`config.mk`:
```
export PLATFORM = sky130hd
export DESIGN_NAME = dcw_ctrl_word_fsm
export DESIGN_NICKNAME = d
export VERILOG_FILES = /design/src/dcw_pkg.sv /design/src/dcw_ack_if.sv /design/src/dcw_ctrl_word_fsm.sv /design/src/dcw_ack_timer.sv
export SDC_FILE = /design/constraint.sdc
export NUM_CORES = 1
export LEC_CHECK = 0
export BUFFER_PORTS_ARGS = -buffer_cell sky130_fd_sc_hd__buf_2
export CAP_MARGIN = 20
export CORE_UTILIZATION = 30
export CTS_CLUSTER_SIZE = 25
export DETAILED_ROUTE_END_ITERATION = 10
export GPL_TIMING_DRIVEN = 1
export PLACE_DENSITY = 0.53
export SYNTH_ARGS = -nofsm -noshare
export SYNTH_HDL_FRONTEND = slang
export SYNTH_SLANG_ARGS = --single-unit
```
`constraint.sdc`:
```
create_clock -name i_clk -period 5.9 [get_ports i_clk]
set_clock_uncertainty 0.1 [all_clocks]
set_input_delay 0.885 -clock i_clk [delete_from_list [all_inputs] [get_ports i_clk]]
set_output_delay 0.885 -clock i_clk [all_outputs]
set_load 0.05 [all_outputs]
```
`src/dcw_pkg.sv`:
```
package dcw_pkg;

    // -------------------------------------------------------------------
    // word layout
    // -------------------------------------------------------------------
    localparam int WORD_W = 16;
    localparam logic [WORD_W-1:0] WORD_RESET = 16'h0000;

    localparam int BIT_ON          = 0;
    localparam int BIT_NO_COAST    = 1;
    localparam int BIT_NO_QUICK    = 2;
    localparam int BIT_ENABLE_OP   = 3;
    localparam int BIT_RAMP_EN     = 4;
    localparam int BIT_UNFREEZE    = 5;
    localparam int BIT_SETPOINT_EN = 6;
    localparam int BIT_FAULT_ACK   = 7;
    localparam int BIT_JOG1        = 8;
    localparam int BIT_JOG2        = 9;
    localparam int BIT_PLC_CTRL    = 10;
    localparam int BIT_REVERSE     = 11;
    localparam int SPEED_SIGN      = 15;

    // -------------------------------------------------------------------
    // timing
    // -------------------------------------------------------------------
    localparam int CLK_PERIOD_NS   = 5;
    localparam int ACK_HOLD_MS     = 20;
    localparam int ACK_HOLD_CYCLES = (ACK_HOLD_MS * 1000000 + CLK_PERIOD_NS - 1) / CLK_PERIOD_NS;
    localparam int ACK_CNT_W       = 23;

    // -------------------------------------------------------------------
    // drive states, one-hot
    // -------------------------------------------------------------------
    localparam int ST_W = 6;

    typedef enum logic [ST_W-1:0] {
        ST_INHIBIT = 6'h01,
        ST_READY   = 6'h02,
        ST_SWON    = 6'h04,
        ST_OPER    = 6'h08,
        ST_RAMP    = 6'h10,
        ST_QUICK   = 6'h20
    } dcw_state_e;

endpackage

```
`src/dcw_ack_if.sv`:
```
`timescale 1ns/1ps

// fault acknowledge qualification between the interpreter and its timer
interface dcw_ack_if;
    logic rise;
    logic level;
    logic done;

    modport owner (output rise, output level, input done);
    modport timer (input rise, input level, output done);
endinterface

```
`src/dcw_ctrl_word_fsm.sv`:
```
`timescale 1ns/1ps

// Notes on behaviour
// - control word is sixteen bits, eleven of them decoded command bits
// - bit0 set: ready to on, ramp to operation
// - bit0 clear: on to ready, operation to ramp
// - inhibited to ready needs bit1 and bit2
// - bit1 clear: to inhibited, coasting when running
// - inhibited to ready needs bit2 and bit1
// - bit2 clear: to inhibited, or quick stop
// - quick stop ramps normally without profile select
// - bit3: on to operation; clear stops sequences
// - bit4 set: target follows speed setpoint
// - bit4 clear: target forced to zero
// - bits4 and 0 falling together: quick stop
// - bit5 clear with hold select freezes frequency
// - bit6 gates setpoint, zero when clear
// - fault clear only on bit7 rising edge
// - acknowledge must be held twenty milliseconds
// - jog start needs operation, standstill, bits4-6 zero
// - bit8 clear while jogging stops jog, drive stays in operation
// - state and fault acknowledge commands accepted only with bit10 set
// - bit11 requests reverse, clear forward
// - direction is setpoint sign combined with bit11

module dcw_ctrl_word_fsm #(
    parameter int ACK_HOLD_CYCLES = dcw_pkg::ACK_HOLD_CYCLES
) (
    input  wire logic                       i_clk,
    input  wire logic                       i_rst,
    input  wire logic                       i_word_valid,
    input  wire logic [dcw_pkg::WORD_W-1:0] i_control_word,
    input  wire logic [dcw_pkg::WORD_W-1:0] i_speed_setpoint,
    input  wire logic                       i_out_freq_zero,
    input  wire logic                       i_fault_present,
    input  wire logic                       i_profile_sel,
    input  wire logic                       i_hold_sel,
    output logic      [dcw_pkg::ST_W-1:0]   o_state,
    output logic                            o_run,
    output logic                            o_ramp_stop,
    output logic                            o_decel_profile,
    output logic                            o_coast_stop,
    output logic                            o_jog,
    output logic      [dcw_pkg::WORD_W-1:0] o_freq_target,
    output logic                            o_freq_hold,
    output logic                            o_reverse,
    output logic                            o_fault_clear,
    output logic                            o_plc_control
);

    // -------------------------------------------------------------------
    // word capture
    // -------------------------------------------------------------------
    logic [dcw_pkg::WORD_W-1:0] word_reg;
    logic [dcw_pkg::WORD_W-1:0] prev_word_reg;
    logic [dcw_pkg::WORD_W-1:0] speed_reg;
    logic                       eval_reg;

    always_ff @(posedge i_clk) begin
        if (i_rst) begin
            word_reg      <= dcw_pkg::WORD_RESET;
            prev_word_reg <= dcw_pkg::WORD_RESET;
            speed_reg     <= dcw_pkg::WORD_RESET;
            eval_reg      <= 1'b0;
        end else begin
            eval_reg <= i_word_valid;
            if (i_word_valid) begin
                prev_word_reg <= word_reg;
                word_reg      <= i_control_word;
                speed_reg     <= i_speed_setpoint;
            end
        end
    end

    // named command bits; bit9 and bits 12..15 are never decoded
    logic w_on;
    logic w_no_coast;
    logic w_no_quick;
    logic w_enable_op;
    logic w_ramp_en;
    logic w_unfreeze;
    logic w_setpoint_en;
    logic w_jog1;
    logic w_plc;
    logic both_fall;
    logic accept;

    assign w_on          = word_reg[dcw_pkg::BIT_ON];
    assign w_no_coast    = word_reg[dcw_pkg::BIT_NO_COAST];
    assign w_no_quick    = word_reg[dcw_pkg::BIT_NO_QUICK];
    assign w_enable_op   = word_reg[dcw_pkg::BIT_ENABLE_OP];
    assign w_ramp_en     = word_reg[dcw_pkg::BIT_RAMP_EN];
    assign w_unfreeze    = word_reg[dcw_pkg::BIT_UNFREEZE];
    assign w_setpoint_en = word_reg[dcw_pkg::BIT_SETPOINT_EN];
    assign w_jog1        = word_reg[dcw_pkg::BIT_JOG1];
    assign w_plc         = word_reg[dcw_pkg::BIT_PLC_CTRL];

    assign accept = eval_reg && w_plc;

    // bits 4 and 0 fall in the same update
    assign both_fall = prev_word_reg[dcw_pkg::BIT_RAMP_EN] && prev_word_reg[dcw_pkg::BIT_ON]
                     && !w_ramp_en && !w_on;

    // -------------------------------------------------------------------
    // fault acknowledge
    // -------------------------------------------------------------------
    dcw_ack_if ack_bus ();

    // clear only on a rising edge
    assign ack_bus.rise  = accept && word_reg[dcw_pkg::BIT_FAULT_ACK] && !prev_word_reg[dcw_pkg::BIT_FAULT_ACK];
    assign ack_bus.level = w_plc && word_reg[dcw_pkg::BIT_FAULT_ACK];

    dcw_ack_timer #(
        .HOLD_CYCLES (ACK_HOLD_CYCLES)
    ) u_ack_timer (
        .i_clk (i_clk),
        .i_rst (i_rst),
        .ack   (ack_bus.timer)
    );

    logic fault_lock_reg;

    // fault keeps the drive in inhibit; a new fault wins over the release
    // release only after qualified hold
    always_ff @(posedge i_clk) begin
        if (i_rst) begin
            fault_lock_reg <= 1'b0;
        end else if (i_fault_present) begin
            fault_lock_reg <= 1'b1;
        end else if (ack_bus.done) begin
            fault_lock_reg <= 1'b0;
        end
    end

    // -------------------------------------------------------------------
    // drive state machine
    // -------------------------------------------------------------------
    dcw_pkg::dcw_state_e state_reg;
    dcw_pkg::dcw_state_e state_next;

    // next state from the freshly captured word
    always_comb begin
        state_next = state_reg;
        if (accept) begin
            unique case (state_reg)
                dcw_pkg::ST_INHIBIT: begin
                    if (w_no_coast && w_no_quick && !fault_lock_reg) begin
                        state_next = dcw_pkg::ST_READY;
                    end
                end
                dcw_pkg::ST_READY: begin
                    if (!w_no_coast || !w_no_quick) begin
                        state_next = dcw_pkg::ST_INHIBIT;
                    end else if (w_on) begin
                        state_next = dcw_pkg::ST_SWON;
                    end
                end
                dcw_pkg::ST_SWON: begin
                    if (!w_no_coast || !w_no_quick) begin
                        state_next = dcw_pkg::ST_INHIBIT;
                    end else if (!w_on) begin
                        state_next = dcw_pkg::ST_READY;
                    end else if (w_enable_op) begin
                        state_next = dcw_pkg::ST_OPER;
                    end
                end
                dcw_pkg::ST_OPER: begin
                    if (!w_no_coast) begin
                        state_next = dcw_pkg::ST_INHIBIT;
                    end else if (!w_no_quick || both_fall) begin
                        state_next = dcw_pkg::ST_QUICK;
                    end else if (!w_on) begin
                        state_next = dcw_pkg::ST_RAMP;
                    end
                end
                dcw_pkg::ST_RAMP: begin
                    if (!w_no_coast) begin
                        state_next = dcw_pkg::ST_INHIBIT;
                    end else if (!w_no_quick) begin
                        state_next = dcw_pkg::ST_QUICK;
                    end else if (w_on) begin
                        state_next = dcw_pkg::ST_OPER;
                    end else if (!w_enable_op) begin
                        state_next = dcw_pkg::ST_READY;
                    end
                end
                dcw_pkg::ST_QUICK: begin
                    if (!w_no_coast || !w_enable_op) begin
                        state_next = dcw_pkg::ST_INHIBIT;
                    end
                end
                default: begin
                    state_next = dcw_pkg::ST_INHIBIT; // illegal code: safest stop
                end
            endcase
        end
    end

    // state register
    always_ff @(posedge i_clk) begin
        if (i_rst) begin
            state_reg <= dcw_pkg::ST_INHIBIT;
        end else begin
            state_reg <= state_next;
        end
    end

    logic coast_reg;

    // coast latched until inhibit is left, so the core sees a held level
    // coasting stop from running states
    always_ff @(posedge i_clk) begin
        if (i_rst) begin
            coast_reg <= 1'b0;
        end else if (accept && !w_no_coast
                     && (state_reg == dcw_pkg::ST_OPER || state_reg == dcw_pkg::ST_RAMP
                         || state_reg == dcw_pkg::ST_QUICK)) begin
            coast_reg <= 1'b1;
        end else if (state_next != dcw_pkg::ST_INHIBIT) begin
            // cleared on the edge that leaves inhibit, so the output drops with the state
            coast_reg <= 1'b0;
        end
    end

    // -------------------------------------------------------------------
    // jogging
    // -------------------------------------------------------------------
    logic jog_reg;

    // jog only starts from standstill, so a running ramp is never overtaken
    always_ff @(posedge i_clk) begin
        if (i_rst) begin
            jog_reg <= 1'b0;
        end else if (state_reg != dcw_pkg::ST_OPER || state_next != dcw_pkg::ST_OPER) begin
            jog_reg <= 1'b0;
        end else if (accept) begin
            if (!jog_reg && w_jog1 && i_out_freq_zero && !w_ramp_en && !w_unfreeze && !w_setpoint_en) begin
                jog_reg <= 1'b1;
            end else if (jog_reg && !w_jog1) begin
                jog_reg <= 1'b0;
            end
        end
    end

    // -------------------------------------------------------------------
    // registered commands to the inverter core
    // -------------------------------------------------------------------
    logic in_oper;
    logic in_quick;

    logic [dcw_pkg::WORD_W-1:0] act_word_reg;
    logic [dcw_pkg::WORD_W-1:0] act_speed_reg;
    logic                       rise_reg;

    // word of the evaluated update, so word and state outputs land on the same edge
    always_ff @(posedge i_clk) begin
        if (i_rst) begin
            act_word_reg  <= dcw_pkg::WORD_RESET;
            act_speed_reg <= dcw_pkg::WORD_RESET;
            rise_reg      <= 1'b0;
        end else begin
            rise_reg <= ack_bus.rise;
            if (eval_reg) begin
                act_word_reg  <= word_reg;
                act_speed_reg <= speed_reg;
            end
        end
    end

    assign in_oper  = (state_reg == dcw_pkg::ST_OPER);
    assign in_quick = (state_reg == dcw_pkg::ST_QUICK);

    // state and stop commands
    always_ff @(posedge i_clk) begin
        if (i_rst) begin
            o_state      <= dcw_pkg::ST_INHIBIT;
            o_run        <= 1'b0;
            o_ramp_stop  <= 1'b0;
            o_decel_profile <= 1'b0;
            o_coast_stop <= 1'b0;
            o_jog        <= 1'b0;
        end else begin
            o_state      <= state_reg;
            o_run        <= in_oper;
            // ramp stop, also for quick stop without profile
            o_ramp_stop  <= (state_reg == dcw_pkg::ST_RAMP) || (in_quick && !i_profile_sel);
            o_decel_profile <= in_quick && i_profile_sel;
            o_coast_stop <= coast_reg;
            // jog output drops with the bit
            o_jog        <= jog_reg;
        end
    end

    // frequency target, hold, direction, acknowledge
    always_ff @(posedge i_clk) begin
        if (i_rst) begin
            o_freq_target <= dcw_pkg::WORD_RESET;
            o_freq_hold   <= 1'b0;
            o_reverse     <= 1'b0;
            o_fault_clear <= 1'b0;
            o_plc_control <= 1'b0;
        end else begin
            // setpoint gating; jog uses the core's own speed
            o_freq_target <= (in_oper && !jog_reg && act_word_reg[dcw_pkg::BIT_RAMP_EN]
                              && act_word_reg[dcw_pkg::BIT_SETPOINT_EN]) ? act_speed_reg : dcw_pkg::WORD_RESET;
            o_freq_hold   <= in_oper && !act_word_reg[dcw_pkg::BIT_UNFREEZE] && i_hold_sel;
            o_reverse     <= act_word_reg[dcw_pkg::BIT_REVERSE] ^ act_speed_reg[dcw_pkg::SPEED_SIGN];
            o_fault_clear <= rise_reg;
            o_plc_control <= act_word_reg[dcw_pkg::BIT_PLC_CTRL];
        end
    end

    // -------------------------------------------------------------------
    // checks
    // -------------------------------------------------------------------
    chk_inhibit_to_ready: assert property (@(posedge i_clk) disable iff (i_rst)
        accept && state_reg == dcw_pkg::ST_INHIBIT && w_no_coast && w_no_quick && !fault_lock_reg
        |=> state_reg == dcw_pkg::ST_READY ##1 o_state == dcw_pkg::ST_READY)
        else $error("inhibit did not advance to ready");

    chk_coast_from_run: assert property (@(posedge i_clk) disable iff (i_rst)
        accept && !w_no_coast && (in_oper || in_quick || state_reg == dcw_pkg::ST_RAMP)
        |=> state_reg == dcw_pkg::ST_INHIBIT ##1 o_coast_stop)
        else $error("coast stop not commanded");

    chk_no_plc_hold: assert property (@(posedge i_clk) disable iff (i_rst)
        eval_reg && !w_plc |=> $stable(state_reg) && !rise_reg)
        else $error("word acted on without plc control");

    chk_ramp_resume: assert property (@(posedge i_clk) disable iff (i_rst)
        accept && state_reg == dcw_pkg::ST_RAMP && w_no_coast && w_no_quick && w_on
        |=> state_reg == dcw_pkg::ST_OPER)
        else $error("ramp stop did not resume operation");

    chk_oper_to_ramp: assert property (@(posedge i_clk) disable iff (i_rst)
        accept && in_oper && w_no_coast && w_no_quick && !w_on && !both_fall
        |=> state_reg == dcw_pkg::ST_RAMP ##1 o_ramp_stop && !o_run)
        else $error("switch off did not ramp");

    chk_quick_profile: assert property (@(posedge i_clk) disable iff (i_rst)
        in_quick && !i_profile_sel |=> o_ramp_stop && !o_decel_profile)
        else $error("quick stop used profile without selection");

    chk_setpoint_gate: assert property (@(posedge i_clk) disable iff (i_rst)
        !act_word_reg[dcw_pkg::BIT_SETPOINT_EN] || !act_word_reg[dcw_pkg::BIT_RAMP_EN]
        |=> o_freq_target == dcw_pkg::WORD_RESET)
        else $error("frequency target not forced to zero");

    chk_fault_pulse: assert property (@(posedge i_clk) disable iff (i_rst)
        ack_bus.rise |-> ##2 o_fault_clear ##1 !o_fault_clear)
        else $error("fault clear not a single pulse");

    chk_direction_map: assert property (@(posedge i_clk) disable iff (i_rst)
        !act_word_reg[dcw_pkg::BIT_REVERSE] && act_speed_reg[dcw_pkg::SPEED_SIGN] |=> o_reverse)
        else $error("negative setpoint forward bit not reverse");

    chk_jog_release: assert property (@(posedge i_clk) disable iff (i_rst)
        accept && jog_reg && !w_jog1 |=> !jog_reg ##1 !o_jog)
        else $error("jog not stopped on release");

endmodule

```
`src/dcw_ack_timer.sv`:
```
`timescale 1ns/1ps

module dcw_ack_timer #(
    parameter int HOLD_CYCLES = dcw_pkg::ACK_HOLD_CYCLES
) (
    input  wire logic   i_clk,
    input  wire logic   i_rst,
    dcw_ack_if.timer    ack
);

    logic                           armed_reg;
    logic [dcw_pkg::ACK_CNT_W-1:0]  cnt_reg;
    logic                           done_reg;

    // -------------------------------------------------------------------
    // hold counter
    // -------------------------------------------------------------------
    // held acknowledge qualification
    always_ff @(posedge i_clk) begin
        if (i_rst) begin
            armed_reg <= 1'b0;
            cnt_reg   <= '0;
            done_reg  <= 1'b0;
        end else begin
            done_reg <= 1'b0;
            if (ack.rise) begin
                armed_reg <= 1'b1;
                cnt_reg   <= {{(dcw_pkg::ACK_CNT_W-1){1'b0}}, 1'b1};
            end else if (armed_reg && !ack.level) begin
                armed_reg <= 1'b0; // released early: no clear of the fault lock
            end else if (armed_reg && cnt_reg >= dcw_pkg::ACK_CNT_W'(HOLD_CYCLES - 1)) begin
                armed_reg <= 1'b0;
                done_reg  <= 1'b1;
            end else if (armed_reg) begin
                cnt_reg <= cnt_reg + 1'b1;
            end
        end
    end

    assign ack.done = done_reg;

    // done only after an unbroken hold
    chk_ack_held_done: assert property (@(posedge i_clk) disable iff (i_rst)
        ack.done |-> $past(armed_reg) && $past(ack.level) && $past(cnt_reg) >= dcw_pkg::ACK_CNT_W'(HOLD_CYCLES - 1))
        else $error("acknowledge qualified without full hold");

    // a drop of the level disarms
    chk_ack_drop_abort: assert property (@(posedge i_clk) disable iff (i_rst)
        armed_reg && !ack.level && !ack.rise |=> !armed_reg ##1 !ack.done)
        else $error("acknowledge survived a released bit");

endmodule

```
==> run summary <==
status: complete, no violations
Starting Density: 0.308
CP max-delay cell: o221ai_1
fillers: 1525
Synth Register Bits: 118
placed cell count: 746
FFs w/ async S/R, synth: 0
post-route setup TNS: 0 ps
Max Cap Violations: 0
WP data required: 6150 ps
reg2reg end: u_ack_timer.cnt_reg[4]
# setup viols final: 0
Post-Synth XOR/XNOR Area: 0.0317
critical path depth: 6
CTS sink cnt: 118
CTS root buffer: clkbuf_16
reg2reg setup slack: 2680 ps
vias in the first global route: 3512
Total GRT Usage: 0.138
detailed router's first-iteration violation count: 242
crit path cell chain: or3_4, or4_4, o221ai_1, nand3_1, or4_1, nand2_1
Die Wd: 127 µm
grt ovf: 0
syn_area_per_cell: 9.33 µm²
Slew HR: 0.292
drt pass-1 iters: 4
Residual DRC: 0
Layout Area Growth over Synthesis: 23.9%
hold endpoint: o_freq_hold
CP startpoint kind: flip-flop
Buf/Inv on CP: 0
initial antenna violation count: 0
die area: 16100 µm²
Peak VDD IR: 0.000189 V
largest net degree at the start of global routing: 53
Synth Warn #: 0
Clock Pin Slew Worst Setup and Hold Paths: 50 ps
RSZ-0062 raised after global routing: no
non-filler instance count after layout: 778
critical path class: reg -> reg
post-route ant nets: 0
final hold vios: 0
share of post-route cells with drive strength above 1: 0.189
Max Transition Viols Final: 0
worst slew pin tran: 1060 ps
origin of the worst min-delay path: act_word_reg[5]
adder-cell share of the synthesized area: 0.00267
Final Critical Period: 3220 ps
Hold Buf Count CTS: 0
CTS Buffer Depth: 2
port bufs: 64
H-tree Lvls: 4
CP peak stage delay: 850 ps
Mapped Nets: 543
global-route wire length before repair: 17300 µm
Data arrival, critical path: 3470 ps
total core area: 15300 µm²
cell family with most CP delay: simple AND/OR/NAND/NOR gates
main combinational cell family by area after synthesis: simple AND/OR/NAND/NOR gates
Pwr Total: 2020 µW
mean number of vias per cell: 4.68
worst-path fanout max: 13
mux share of post-synthesis cell area: 0.107
Simple-Gate Fraction of Synth Area: 0.244
WHS Path Cells: 1
FF-to-FF path depth: 6
wire length per cell: 13.4 µm
Distinct cells, synth: 51
CTS tree: yes
Power Density: 347 nW/µm²
Post-synth EDFFs: 0
Final nets: 594
via count: 3638
Mapped Cells: 503
cell area after synthesis: 4690 µm²
fmax: 310 MHz
gpl congestion: 0.867
row count: 45
r2r startpoint: u_ack_timer.cnt_reg[12]
Worst Hold Class: reg -> reg
CP endpoint kind: flip-flop
worst skew pair latency: 410 ps
post-DP HPWL: 6950 µm
Synth Area in Compound Gates: 0.0784
max reg flops: 23
CTS buffer count: 17
period utilization: 0.546
Diodes inserted: 0
post-CTS setup repair buffer count: 0
Main synth FF type: dfxtp_1
IO Pins: 70
Leakage: 0.00238 µW
CTS-repair resized insts: 0
post-synthesis sequential area ratio: 0.503
Chip Height: 127 µm
final wirelength: 10400 µm
[power by group]
| part | switching, µW | internal, µW | total, µW | leakage (µW) |
|---|---|---|---|---|
| combinational | 41.0 | 31.9 | 72.8 | 0.00110 |
| sequential | 14.6 | 815 | 830 | 0.000958 |
| clock | 346 | 767 | 1110 | 0.000318 |
[cells by family after synthesis]
family / Yosys count
AND/OR/NAND/NOR: 223
flip-flops: 118
AO/OA/AOI/OAI: 53
multiplexers: 50
buffers and inverters: 41
XOR/XNOR: 17
adder cells (fa/ha/maj): 1
[layout by cell type (no fill, tap or decap), types with 4 or more instances in the layout]
cell type  instances
buf_4              4
bufinv_16          5
nor3_1            11
nor3b_1            4
dfxtp_1          118
or4_1              7
nand3b_1           7
clkbuf_16         17
xor2_1            11
nand2_1           19
or3_1              5
nand4_1            8
a21oi_1           11
nor4_1             9
mux2i_1           50
and2_1            20
o211ai_1           5
o21ai_0            9
buf_2             64
nor2_1            83
nand3_1           19
nor2b_1           15
nand2b_1           5
clkinv_2           5
xnor2_1            6
inv_1              5
[worst register-to-register path, stage by stage, from the launching register on]
cell	delay [ps]
dfxtp_1	350
or3_4	410
or4_4	430
o221ai_1	850
nand3_1	400
or4_1	550
nand2_1	70
[area by class of cell]
cell class	count	area [µm²]	share of cell area
well taps	211	264	0.0454
multi-input cells	344	2180	0.375
inverters	5	18.8	0.00323
clock inverters	10	175	0.0301
flip-flops and latches	118	2360	0.406
repair buffers	68	350	0.0602
clock buffers	22	464	0.0798
[synth_stat cells, types with 6 or more instances]
cell | number | area, µm²
xor2_1 | 11 | 96.3
nor3_1 | 11 | 55.1
nor2b_1 | 15 | 93.8
nand3b_1 | 7 | 52.6
nand3_1 | 19 | 95.1
nand4_1 | 8 | 50.1
nor4_1 | 10 | 62.6
nand2_1 | 19 | 71.3
o21ai_0 | 9 | 45.0
a21oi_1 | 11 | 55.1
nor2_1 | 83 | 312
clkbuf_1 | 28 | 105
and2_1 | 20 | 125
xnor2_1 | 6 | 52.6
dfxtp_1 | 118 | 2360
mux2i_1 | 50 | 500
buf_1 | 7 | 26.3
or4_1 | 7 | 52.6
[how the worst max path moves through the flow]
stage | start | end | slack (ps)
detailed placement | u_ack_timer.cnt_reg[12] | u_ack_timer.cnt_reg[4] | 2720
floorplan | u_ack_timer.cnt_reg[12] | u_ack_timer.cnt_reg[13] | 3400
finish | u_ack_timer.cnt_reg[12] | u_ack_timer.cnt_reg[4] | 2680
CTS | u_ack_timer.cnt_reg[12] | u_ack_timer.cnt_reg[4] | 2720
global route | u_ack_timer.cnt_reg[12] | u_ack_timer.cnt_reg[4] | 2480
global placement | u_ack_timer.cnt_reg[12] | u_ack_timer.cnt_reg[4] | 2760
[stage by stage]
step / area [µm²] / hold WS (ps) / util / setup slack [ps]
2_1_floorplan: 4690 / 299 / - / 3400
3_3_place_gp: 5180 / 313 / 0.339 / 2760
3_5_place_dp: 5180 / 324 / 0.339 / 2720
4_1_cts: 5820 / 333 / 0.381 / 2720
5_1_grt: 5820 / 349 / 0.381 / 2480
6_report: 5820 / 333 / 0.381 / 2680
[metal layers]
metal / vias to the layer above / GRT usage / part of all wire / wire length [µm]
met5: - / 0 / 0 / 0
met4: 0 / 0.0581 / 0.011 / 111
met3: 11 / 0.0465 / 0.049 / 514
met2: 73 / 0.216 / 0.48 / 4960
met1: 1697 / 0.173 / 0.46 / 4830
li1: 1857 / - / - / -
Note: power is estimated with default switching activity, not from simulation.
